## src/ibp_cfg.svh

```systemverilog
// ibp_cfg.svh: constants of the interleaved boost timing block
// assumes nothing; included by bare name
`ifndef IBP_CFG_SVH
`define IBP_CFG_SVH
// ----------------------------------------
// timing
// ----------------------------------------
`define IBP_CLK_HZ 60000000
`define IBP_COUNT_PS 16667
`define IBP_BOOST_PRD 300
`define IBP_RES_PRD 250
// ----------------------------------------
// register byte offsets
// ----------------------------------------
`define IBP_OFS_CTRL 6'h00
`define IBP_OFS_DUTY 6'h04
`define IBP_OFS_INTC 6'h08
`define IBP_OFS_RESC 6'h0C
`define IBP_OFS_OVREF 6'h10
`define IBP_OFS_STAT 6'h14
`define IBP_OFS_CUR 6'h18
`define IBP_OFS_BUS 6'h1C
`define IBP_OFS_PAN 6'h20
// ----------------------------------------
// reset values and fields
// ----------------------------------------
`define IBP_RST_DUTY 9'h01E
`define IBP_RST_INTC 9'h050
`define IBP_RST_RESC 9'h07D
`define IBP_RST_OVREF 10'h328
`define IBP_CTRL_RUN 0
`endif

```

## src/ibp_pkg.sv

```systemverilog
// ibp_pkg: types of the interleaved boost timing block
// assumes ibp_cfg.svh is on the include path
package ibp_pkg;
  // avalon request from the master
  typedef struct packed {
    logic read;
    logic write;
    logic [5:0] address;
    logic [31:0] writedata;
  } ibp_av_req_t;
  // conversion slot of the sequence
  typedef enum logic [1:0] {
    IBP_SEQ_DUMMY = 2'b00,
    IBP_SEQ_CUR = 2'b01,
    IBP_SEQ_BUS = 2'b10,
    IBP_SEQ_PAN = 2'b11
  } ibp_seq_t;
  // whole state of the block
  typedef struct packed {
    logic run;
    logic [8:0] p1_cnt;
    logic p1_up;
    logic [8:0] p2_cnt;
    logic p2_up;
    logic [8:0] rs_cnt;
    logic rs_up;
    logic [8:0] duty_sh;
    logic [8:0] duty_act;
    logic [8:0] intc_sh;
    logic [8:0] intc_act;
    logic [8:0] rs_sh;
    logic [8:0] rs_act;
    logic [9:0] ov_code;
    logic [1:0] ov_sync;
    logic trip;
    logic w1;
    logic w2;
    logic wh;
    logic g1;
    logic g2;
    logic gh;
    logic gl;
    logic soc;
    logic busy;
    ibp_seq_t seq;
    logic irq_div;
    logic irq;
    logic [31:0] res_cur;
    logic [31:0] res_bus;
    logic [31:0] res_pan;
    logic waitreq;
    logic [31:0] rdata;
  } ibp_state_t;
endpackage

```

## src/ibp_top.sv

```systemverilog
// ibp_top: up-down time bases, gate drive, conversion trigger and
// overvoltage trip for an interleaved boost and a resonant half bridge
// assumes one 60 MHz clock, an on-chip adc sequencer on that clock and
// an analog comparator whose trip level arrives asynchronously
//
// Overview of operation
// boost time bases count up-down to 300, 600 counts per period
// resonant time base counts up-down to 250, 500 counts per period
// every counter steps once per 60 MHz clock cycle
// phase 1 gate clears on up-count match, sets on down-count match
// phase 2 gate behaves alike with its time base half a period later
// resonant timer drives the high-side and the low-side gate
// phase 1 counter zero issues one conversion start for the sequence
// a discarded dummy conversion precedes the measured channels
// current sampled at counter zero, the middle of the phase 1 on pulse
// current, bus, panel results rescaled from 12 bits to Q24
// control interrupt on phase 1 up-count match with compare B of 80
// control interrupt fires on every second match, 50 kHz
// compare writes go to shadows, loaded at the next counter zero
// software writes the duty compare from its Q24 duty each interrupt
// bus voltage compared with a 10-bit reference code, default 808
// overvoltage truncates the boost gates pulse by pulse
// only the boost gates are tripped, the resonant gates never
// trip state clears at each phase 1 counter zero where the synchronised overvoltage level is low
`include "ibp_cfg.svh"
`timescale 1ns/1ns
`default_nettype none
module ibp_top #(
  parameter int BOOST_PRD = `IBP_BOOST_PRD,
  parameter int RES_PRD = `IBP_RES_PRD
) (
  // clock and reset
  input wire logic clk_i,
  input wire logic rst_n_i,
  // avalon-mm slave
  input wire ibp_pkg::ibp_av_req_t av_req_i,
  output logic [31:0] av_readdata_o,
  output logic av_waitrequest_o,
  // gate drive
  output logic boost_phase1_gate_o,
  output logic boost_phase2_gate_o,
  output logic resonant_high_gate_o,
  output logic resonant_low_gate_o,
  // adc sequencer
  output logic conversion_start_pulse_o,
  output logic [1:0] adc_channel_o,
  input wire logic adc_valid_i,
  input wire logic [11:0] adc_result_i,
  // control interrupt and overvoltage guard
  output logic control_interrupt_o,
  output logic [9:0] overvoltage_reference_code_o,
  input wire logic overvoltage_guard_i
);
  import ibp_pkg::*;

  localparam logic [8:0] BPRD = BOOST_PRD[8:0];
  localparam logic [8:0] RPRD = RES_PRD[8:0];
  localparam int COUNT_PS = `IBP_COUNT_PS; // one count of any time base

  ibp_state_t s;
  ibp_state_t next_s;
  logic p1_zero;
  logic av_hit;

  // --------------------------------------
  // helpers
  // --------------------------------------
  // one up-down step: returns {up, count}
  function automatic logic [9:0] ud_step(input logic [8:0] cnt, input logic up,
                                          input logic [8:0] prd);
    logic [8:0] n;
    n = up ? cnt + 9'h001 : cnt - 9'h001;
    if (up) begin
      return {(n != prd), n};
    end
    return {(n == 9'h000), n};
  endfunction

  // compare action: clear on up match, set on down match
  function automatic logic gate_act(input logic g, input logic [8:0] cnt,
                                    input logic up, input logic [8:0] cmp);
    if (cnt == cmp) begin
      return !up;
    end
    return g;
  endfunction

  // 12-bit result to Q24
  function automatic logic [31:0] to_q24(input logic [11:0] r);
    return {8'h00, r, 12'h000};
  endfunction

  // --------------------------------------
  // next state
  // --------------------------------------
  always_comb begin
    next_s = s;
    p1_zero = 1'b0;
    av_hit = 1'b0;
    // time bases advance every clock while running
    if (s.run) begin
      {next_s.p1_up, next_s.p1_cnt} = ud_step(s.p1_cnt, s.p1_up, BPRD);
      {next_s.p2_up, next_s.p2_cnt} = ud_step(s.p2_cnt, s.p2_up, BPRD);
      {next_s.rs_up, next_s.rs_cnt} = ud_step(s.rs_cnt, s.rs_up, RPRD);
      p1_zero = (next_s.p1_cnt == 9'h000);
      // waveform of each gate before trip
      next_s.w1 = gate_act(s.w1, s.p1_cnt, s.p1_up, s.duty_act);
      next_s.w2 = gate_act(s.w2, s.p2_cnt, s.p2_up, s.duty_act);
      next_s.wh = gate_act(s.wh, s.rs_cnt, s.rs_up, s.rs_act);
      // control interrupt on every second up-count match
      next_s.irq = 1'b0;
      if (s.p1_up && s.p1_cnt == s.intc_act) begin
        next_s.irq_div = !s.irq_div;
        next_s.irq = s.irq_div;
      end
      // resonant shadow loads at its own zero
      if (next_s.rs_cnt == 9'h000) begin
        next_s.rs_act = s.rs_sh;
      end
    end else begin
      // stopped: phase 2 waits half a period ahead
      next_s.p1_cnt = 9'h000;
      next_s.p1_up = 1'b1;
      next_s.p2_cnt = BPRD;
      next_s.p2_up = 1'b0;
      next_s.rs_cnt = 9'h000;
      next_s.rs_up = 1'b1;
      next_s.w1 = 1'b0;
      next_s.w2 = 1'b0;
      next_s.wh = 1'b0;
      next_s.irq = 1'b0;
      next_s.irq_div = 1'b0;
    end
    // shadows to active compares at phase 1 zero
    if (p1_zero) begin
      next_s.duty_act = s.duty_sh;
      next_s.intc_act = s.intc_sh;
    end
    // conversion start at phase 1 zero, dummy slot first
    next_s.soc = p1_zero;
    if (p1_zero) begin
      next_s.busy = 1'b1;
      next_s.seq = IBP_SEQ_DUMMY;
    end else if (s.busy && adc_valid_i) begin
      case (s.seq)
        IBP_SEQ_DUMMY: begin
          next_s.seq = IBP_SEQ_CUR;
        end
        IBP_SEQ_CUR: begin
          next_s.res_cur = to_q24(adc_result_i);
          next_s.seq = IBP_SEQ_BUS;
        end
        IBP_SEQ_BUS: begin
          next_s.res_bus = to_q24(adc_result_i);
          next_s.seq = IBP_SEQ_PAN;
        end
        IBP_SEQ_PAN: begin
          next_s.res_pan = to_q24(adc_result_i);
          next_s.busy = 1'b0;
        end
        default: begin
          next_s.busy = 1'b0;
        end
      endcase
    end
    // overvoltage level passes two flops; set wins over the zero clear
    next_s.ov_sync = {s.ov_sync[0], overvoltage_guard_i};
    if (s.ov_sync[1]) begin
      next_s.trip = 1'b1;
    end else if (p1_zero) begin
      next_s.trip = 1'b0;
    end
    // boost gates truncated by the trip, resonant gates untouched
    next_s.g1 = next_s.w1 && !next_s.trip;
    next_s.g2 = next_s.w2 && !next_s.trip;
    next_s.gh = next_s.wh;
    next_s.gl = s.run && !next_s.wh;
    // avalon: one wait cycle, then answer for one cycle
    next_s.waitreq = 1'b1;
    if ((av_req_i.read || av_req_i.write) && s.waitreq) begin
      av_hit = 1'b1;
      next_s.waitreq = 1'b0;
    end
    if (av_hit && av_req_i.read) begin
      case (av_req_i.address)
        `IBP_OFS_CTRL: next_s.rdata = {31'h0, s.run};
        `IBP_OFS_DUTY: next_s.rdata = {23'h0, s.duty_sh};
        `IBP_OFS_INTC: next_s.rdata = {23'h0, s.intc_sh};
        `IBP_OFS_RESC: next_s.rdata = {23'h0, s.rs_sh};
        `IBP_OFS_OVREF: next_s.rdata = {22'h0, s.ov_code};
        `IBP_OFS_STAT: next_s.rdata = {16'h0, s.busy, s.ov_sync[1], s.trip, s.irq_div,
                                       2'h0, s.p1_up, s.p1_cnt};
        `IBP_OFS_CUR: next_s.rdata = s.res_cur;
        `IBP_OFS_BUS: next_s.rdata = s.res_bus;
        `IBP_OFS_PAN: next_s.rdata = s.res_pan;
        default: next_s.rdata = 32'h0000_0000;
      endcase
    end
    if (av_hit && av_req_i.write) begin
      case (av_req_i.address)
        `IBP_OFS_CTRL: next_s.run = av_req_i.writedata[`IBP_CTRL_RUN];
        `IBP_OFS_DUTY: next_s.duty_sh = av_req_i.writedata[8:0];
        `IBP_OFS_INTC: next_s.intc_sh = av_req_i.writedata[8:0];
        `IBP_OFS_RESC: next_s.rs_sh = av_req_i.writedata[8:0];
        `IBP_OFS_OVREF: next_s.ov_code = av_req_i.writedata[9:0];
        default: begin
        end
      endcase
    end
  end

  // --------------------------------------
  // state register
  // --------------------------------------
  always_ff @(posedge clk_i or negedge rst_n_i) begin
    if (!rst_n_i) begin
      s <= '0;
      s.p1_up <= 1'b1;
      s.p2_cnt <= BPRD;
      s.rs_up <= 1'b1;
      s.duty_sh <= `IBP_RST_DUTY;
      s.duty_act <= `IBP_RST_DUTY;
      s.intc_sh <= `IBP_RST_INTC;
      s.intc_act <= `IBP_RST_INTC;
      s.rs_sh <= `IBP_RST_RESC;
      s.rs_act <= `IBP_RST_RESC;
      s.ov_code <= `IBP_RST_OVREF;
      s.waitreq <= 1'b1;
    end else begin
      s <= next_s;
    end
  end

  // --------------------------------------
  // outputs, all from flops
  // --------------------------------------
  assign av_readdata_o = s.rdata;
  assign av_waitrequest_o = s.waitreq;
  assign boost_phase1_gate_o = s.g1;
  assign boost_phase2_gate_o = s.g2;
  assign resonant_high_gate_o = s.gh;
  assign resonant_low_gate_o = s.gl;
  assign conversion_start_pulse_o = s.soc;
  assign adc_channel_o = s.seq;
  assign control_interrupt_o = s.irq;
  assign overvoltage_reference_code_o = s.ov_code;

endmodule // ibp_top
`default_nettype wire

```

## config.mk

```make
export PLATFORM = sky130hd
export DESIGN_NAME = ibp_top
export DESIGN_NICKNAME = d
export VERILOG_FILES = /design/src/ibp_pkg.sv /design/src/ibp_top.sv
export VERILOG_INCLUDE_DIRS = /design/src /design/src/src
export SDC_FILE = /design/constraint.sdc
export NUM_CORES = 1
export LEC_CHECK = 0
export ABC_AREA = 1
export BUFFER_PORTS_ARGS = -buffer_cell sky130_fd_sc_hd__clkbuf_2
export CAP_MARGIN = 20
export CELL_PAD_IN_SITES_DETAIL_PLACEMENT = 1
export CELL_PAD_IN_SITES_GLOBAL_PLACEMENT = 1
export CORE_MARGIN = 5
export CORE_UTILIZATION = 44
export CTS_CLUSTER_SIZE = 28
export DETAILED_ROUTE_END_ITERATION = 16
export GPL_TIMING_DRIVEN = 0
export PLACE_DENSITY = 0.79
export SLEW_MARGIN = 20
export SYNTH_ARGS = -nofsm -noshare
export SYNTH_HDL_FRONTEND = slang
export SYNTH_SLANG_ARGS = --single-unit
```

## constraint.sdc

```tcl
create_clock -name clk_i -period 3.1 [get_ports clk_i]
set_input_delay 0 -clock clk_i [delete_from_list [all_inputs] [get_ports clk_i]]
set_output_delay 0 -clock clk_i [all_outputs]
set_load 0.02 [all_outputs]
```

==> results of run 1 <==
## cell type report
cell class / instances / area [um2]
buffer: 81 / 517
clock buffer: 22 / 474
clock inverter: 10 / 143
fill: 2544 / 9530
inverter: 116 / 435
multi-input combinational: 777 / 3950
sequential: 169 / 4270
tap: 270 / 338
timing repair buffer: 103 / 704
## layer usage
metal  vias to the layer above  routed length, um  track usage
met2                       143              14500        0.439
met5                         -                  0            0
met3                        34                980       0.0363
met1                      4042              11700        0.290
li1                       3886                  -            -
met4                         0                452       0.0585
## power groups by stage
stage / registers, mW / logic, mW / clock network (mW)
detailed placement: 2.40 / 0.485 / 0
floorplan: 2.38 / 0.281 / 0
finish: 2.36 / 0.516 / 2.24
global route: 2.37 / 0.576 / 2.37
CTS: 2.36 / 0.520 / 2.27
global placement: 2.40 / 0.460 / 0
## synthesized netlist by cell type (all sizes together), types with 2 or more instances
cell type / instances / share of area
buf: 58 / 0.047
xor2: 24 / 0.023
and2: 2 / 0.0014
nor2: 53 / 0.023
inv: 115 / 0.047
a221oi: 2 / 0.0019
o2111ai: 3 / 0.0029
dfstp: 35 / 0.10
a22oi: 4 / 0.0033
o21a: 2 / 0.0016
nor4: 6 / 0.0041
nand2: 383 / 0.16
fa: 3 / 0.0066
xnor2: 6 / 0.0058
nand3: 45 / 0.027
nand4: 62 / 0.042
o22ai: 4 / 0.0027
nor3: 8 / 0.0044
clkbuf: 23 / 0.0095
nand3b: 6 / 0.0049
dfrtp: 134 / 0.37
o21ai: 74 / 0.041
a211oi: 7 / 0.0058
a21oi: 27 / 0.015
or2: 7 / 0.0048
ha: 29 / 0.040
a21o: 3 / 0.0025
## state kept, by name, indices dropped and copies added (netlist names)
name / count
s: 127
control_interrupt_o: 1
av_readdata_o: 22
conversion_start_pulse_o: 1
boost_phase1_gate_o: 1
resonant_high_gate_o: 1
boost_phase2_gate_o: 1
adc_channel_o: 2
next_s: 1
overvoltage_reference_code_o: 10
resonant_low_gate_o: 1
av_waitrequest_o: 1
## cell families after synthesis
family / Yosys count / synth area share
other cells: 1 / 0.000411
xor+xnor: 30 / 0.0288
buf+inv: 197 / 0.104
flops: 169 / 0.468
mux: 1 / 0.00123
compound gates: 132 / 0.0819
simple gates: 572 / 0.269
fa+ha+maj: 32 / 0.0463
## through the flow
stage,hold WS (ps),util
after floorplan,-296,-
after global placement,110,0.485
after detailed placement,82.9,0.488
after CTS,6.76,0.532
after global routing,52.9,0.532
final,12.8,0.532
## worst paths after layout
path	startpoint	end	slack, ps	cells after the start
hold / removal	adc_valid_i	adc_channel_o[0]	10	5
min in group asynchronous	rst_n_i	s[220]	170	3
max in group asynchronous	rst_n_i	av_waitrequest_o	2100	4
setup / recovery	s[229]	s[176]	220	15
setup reg to reg	s[229]	s[176]	220	15
hold reg to reg	next_s[144]	s[144]	340	0
## repair_timing
item	4_1_cts	5_1_grt
endpoints found under the hold margin	164	0
hold buffers	27	0
gates resized for setup	0	3
endpoints found under the setup margin	0	29
## worst max-delay path, stage by stage, from the launching register on
cell     delay (ps)
dfstp_2         650
inv_1           190
ha_2            430
nand3_1         120
nand3_1         120
nand2_1          90
nand2_1          60
nand2_1          40
nand2_1          80
nand2_1         100
nor2_2          170
nand3_4         170
buf_6           210
buf_6           150
nand2_1          90
nand2_1          70
==> flow_metrics.py, run 1 <==
metrics = {
    "yosys": {
        "ys_ff_latch": 169,
        "synth_cells": 1134,
        "ys_types": 47,
        "synth-seq-area-share": 0.468,
        "synth_warnings": 0,
        "synth_edf_count": 0,
        "synthesis.area_um2": 9130,
        "avgSynthCellArea_um2": 8.05,
        "async_flop_share": 1.00,
        "ys.flop_type": "dfrtp_1",
    },
    "sta": {
        "max_slew_margin": 0.500,
        "period_share": 0.929,
        "worstMarginPinSlew_ps": 749,
        "layout_min_cycle_time_ps": 2880,
        "timing.setup.tns_ps": 0,
        "fin_ws_ps": 219,
        "max_clock_freq_mhz": 347,
        "hold_viol": 0,
        "fin_skew_ps": 9.74,
        "maxSlewViolCount": 0,
        "rsz0062_at_grt": "false",
        "setup_viol": 0,
    },
    "die": {
        "die_height_um": 154,
        "dieArea_um2": 23700,
        "die_w_um": 154,
        "core_area_um2": 20400,
        "io_pins": 107,
        "rows": 52,
        "start_util": 0.449,
    },
    "detailed_routing": {
        "via_count": 8105,
        "drcViolationCount": 0,
        "first_pass_iters": 5,
        "ant_nets": 0,
        "routed_wl_mm": 27.7,
        "wl_per_cell_um": 17.9,
        "first_iter_violations": 301,
        "vias_per_cell": 5.24,
    },
    "worst_setup_path": {
        "worstSetupPathType": "reg2reg",
        "worstPathRequired_ps": 3410,
        "arrival_ps": 3190,
        "cp-end-kind": "flop",
        "crit_fanout": 10,
        "start_kind": "flop",
    },
    "power_and_ir_drop": {
        "p_sw_mw": 1.30,
        "p_per_area_nw_per_um2": 472,
        "power.switching_fraction": 0.255,
        "p_leak_nw": 5.71,
        "p_total_mw": 5.11,
        "seqPwrFrac": 0.462,
        "power.internal_mw": 3.81,
        "p_comb_frac": 0.101,
        "power_frac_clock": 0.437,
        "vdd_drop_max_mv": 0.385,
    },
    "layout": {
        "layout_commonest_cell": "nand2_1",
        "drive_gt1_frac": 0.167,
        "fin_cells": 1548,
        "area_growth_pct": 18.6,
        "final_cell_area_um2": 10800,
        "insertedDiodeCount": 0,
        "fin_nets": 1353,
        "mostFrequentLayoutCells": "nand2_1 (383), dfrtp_1 (134), inv_1 (113), clkbuf_2 (74), o21ai_0 (73)",
    },
    "clock_tree": {
        "cts_tree": "built",
        "clock_latency_ps": 430,
        "cts_buffers": 17,
        "clk_pin_slew_ps": 70,
        "htree_levels": 4,
        "clock-sinks": 169,
        "root_buffer": "clkbuf_16",
        "post-cts-setup-buffers": 0,
        "clockBufferDepth": 2,
    },
    "global_routing": {
        "grt_pass1_vias": 8897,
        "antenna_found_initial": 0,
        "grt_overflow_total": 0,
        "grt_pass1_wl_mm": 45.5,
        "grt_usage": 0.238,
        "grt_max_degree": 89,
    },
    "hold_path": {
        "hold_class": "in2reg",
    },
    "job": {
        "drv_cap": 0,
    },
    "placed_design": {
        "dp_slack_ps": 142,
        "post_dp_cell_area_um2": 9940,
        "dp.cells": 1489,
        "hpwl_mm": 19.9,
        "gp_congestion": 0.825,
        "io_buffer_count": 74,
    },
    "outcome": {
        "status": "complete, no violations",
    },
}
Note: power is estimated with default switching activity, not from simulation.
==> run 2, diff against run 1 <==
--- a/config.mk
+++ b/config.mk
@@ -9,14 +9,12 @@
 export ABC_AREA = 1
 export BUFFER_PORTS_ARGS = -buffer_cell sky130_fd_sc_hd__clkbuf_2
 export CAP_MARGIN = 20
-export CELL_PAD_IN_SITES_DETAIL_PLACEMENT = 1
-export CELL_PAD_IN_SITES_GLOBAL_PLACEMENT = 1
 export CORE_MARGIN = 5
-export CORE_UTILIZATION = 44
+export CORE_UTILIZATION = 50
 export CTS_CLUSTER_SIZE = 28
 export DETAILED_ROUTE_END_ITERATION = 16
 export GPL_TIMING_DRIVEN = 0
-export PLACE_DENSITY = 0.79
+export PLACE_DENSITY = 0.72
 export SLEW_MARGIN = 20
 export SYNTH_ARGS = -nofsm -noshare
 export SYNTH_HDL_FRONTEND = slang
==> constraint.sdc (replaced) <==
create_clock -name clk_i -period 2.47 [get_ports clk_i]
set_input_delay 0 -clock clk_i [delete_from_list [all_inputs] [get_ports clk_i]]
set_output_delay 0 -clock clk_i [all_outputs]
set_load 0.02 [all_outputs]
==> run 2 against run 1 <==
  * The flow now finishes with violations (negative setup slack)
  * Global-route usage up 0.58 points
  * Wire length decreased by 6.0%
  * Register-to-register slack worse by 490 ps
  * Fmax increased by 5.2%
  * Largest cell class is now multi-input gates
  * Sequential share of layout area is 3.4 points lower
  * Core utilization increased by 13 points
  * First-iteration DRC count up 76%
  * Power grew 28%
  * Die area is 11% lower
  * Clock power is 32% higher
  * Cell area is 9.6% higher
==> flow_metrics.py, run 2 (synthesis gave the netlist of run 1 again) <==
metrics = {
    "outcome": {
        "status": "complete, but fails checks",
        "violations": "negative setup slack",
    },
    "sta": {
        "hold_slack_ps": 64.7,
        "max_slew_margin": 0.539,
        "fin_ws_ps": -269,
        "setup_viol": 61,
        "hold_viol": 0,
        "rsz0062_at_grt": "true",
        "max_clock_freq_mhz": 365,
        "period_share": 1.11,
        "maxSlewViolCount": 0,
        "layout_min_cycle_time_ps": 2740,
        "fin_skew_ps": 14.2,
        "timing.setup.tns_ps": -13310,
        "worstMarginPinSlew_ps": 691,
    },
    "detailed_routing": {
        "ant_nets": 0,
        "drcViolationCount": 0,
        "routed_wl_mm": 26.0,
        "first_iter_violations": 529,
        "vias_per_cell": 5.40,
        "via_count": 8380,
        "wl_per_cell_um": 16.8,
        "first_pass_iters": 5,
    },
    "clock_tree": {
        "clockBufferDepth": 2,
        "cts_tree": "built",
        "cts_buffers": 17,
        "clock-sinks": 169,
        "root_buffer": "clkbuf_16",
        "clk_pin_slew_ps": 70,
        "htree_levels": 4,
        "clock_latency_ps": 440,
    },
    "hold_path": {
        "min_from": "adc_valid_i",
        "hold_class": "in2reg",
    },
    "worst_setup_path": {
        "worstSetupPathType": "reg2reg",
        "cp-startpoint": "s[229]",
        "cp-end-kind": "flop",
        "crit_fanout": 5,
        "r2r_cells": 18,
        "r2r_start": "s[229]",
        "r2r-end": "s[196]",
        "worstPathRequired_ps": 2790,
        "endpoint": "s[196]",
        "reg2reg_slack_ps": -270,
        "start_kind": "flop",
        "arrival_ps": 3060,
    },
    "layout": {
        "mostFrequentLayoutCells": "nand2_1 (309), dfrtp_1 (133), inv_1 (106), clkbuf_2 (73), buf_4 (70)",
        "fill_cells": 1459,
        "fin_nets": 1398,
        "finish.utilization": 0.661,
        "final_cell_area_um2": 11900,
        "largest_reg_flops": 127,
        "insertedDiodeCount": 0,
        "largest_register": "s",
        "regArea_um2": 4270,
        "area_growth_pct": 29.9,
        "multiInputGateArea_um2": 4470,
        "layout_commonest_cell": "nand2_1",
        "drive_gt1_frac": 0.284,
    },
    "power_and_ir_drop": {
        "p_total_mw": 6.57,
        "vdd_drop_max_mv": 0.544,
        "p_per_area_nw_per_um2": 553,
        "p_leak_nw": 6.04,
    },
    "placed_design": {
        "io_buffer_count": 74,
        "gp_congestion": 0.877,
        "hpwl_mm": 17.4,
        "post_dp_cell_area_um2": 9890,
    },
    "global_routing": {
        "grt_usage": 0.244,
        "grt_pass1_wl_mm": 41.9,
        "grt_max_degree": 68,
        "grt_pass1_vias": 8331,
        "grt_overflow_total": 0,
        "antenna_found_initial": 0,
    },
    "die": {
        "io_pins": 107,
        "dieArea_um2": 21100,
        "core_area_um2": 18000,
        "start_util": 0.508,
        "die_w_um": 145,
        "rows": 49,
        "die_height_um": 145,
    },
    "job": {
        "drv_cap": 0,
    },
}
-- run 2: how the worst min path moves through the flow --
stage / endpoint / cells past startpoint / slack (ps)
after floorplan: adc_channel_o[0] / 0 / -300
after global placement: next_s[144] / 1 / 120
after detailed placement: s[221] / 1 / -10
after CTS: adc_channel_o[0] / 5 / 30
after global routing: adc_channel_o[0] / 5 / 90
final: adc_channel_o[0] / 5 / 60
-- run 2: through the flow --
step	setup WS, ps	instances
finish	-269	1552
floorplan	100	1143
global route	-365	1552
global placement	-1620	1446
detailed placement	-374	1448
CTS	-167	1540
-- run 2: routing by layer --
layer | vias to the layer above | track usage | wire, um
li1 | 3995 | - | -
met1 | 4021 | 0.315 | 10800
met2 | 293 | 0.408 | 12800
met3 | 71 | 0.0502 | 1490
met4 | 0 | 0.0877 | 918
met5 | - | 0 | 0
-- run 2: timing repair --
action,in CTS,in global routing
hold endpoints to repair,163,0
setup endpoints to repair,70,74
buffers inserted,26,11
pin swaps,32,24
hold buffers,28,0
gates cloned,6,3
gates resized for setup,91,88
-- run 2: cell type report --
cell class                 count  area share
sequential                   169       0.360
tap                          229      0.0241
clock buffer                  18      0.0362
inverter                     116      0.0387
timing repair inverter         1    0.000949
timing repair buffer         146      0.0953
multi-input combinational    778       0.377
clock inverter                14      0.0187
buffer                        81      0.0493
-- run 2: where the power goes --
part	internal, mW	leakage, nW	switching, mW
registers	2.88	2.21	0.0811
logic	0.232	3.53	0.411
clock network	1.80	0.301	1.16
total	4.92	6.04	1.65
-- run 2: worst max-delay path: stages, from the launching register on --
cell and delay [ps]:
dfstp_2 560, clkinvlp_4 200, buf_12 190, ha_4 260, nand2_2 70, nand2_2 60, inv_2 80, nand2_4 60
nand2_2 60, nand2_2 60, nor2_2 130, nand2_2 80, nor2_4 140, nand3_4 120, buf_8 180, buf_6 120
buf_6 130, nand2_1 50, nand2_1 50
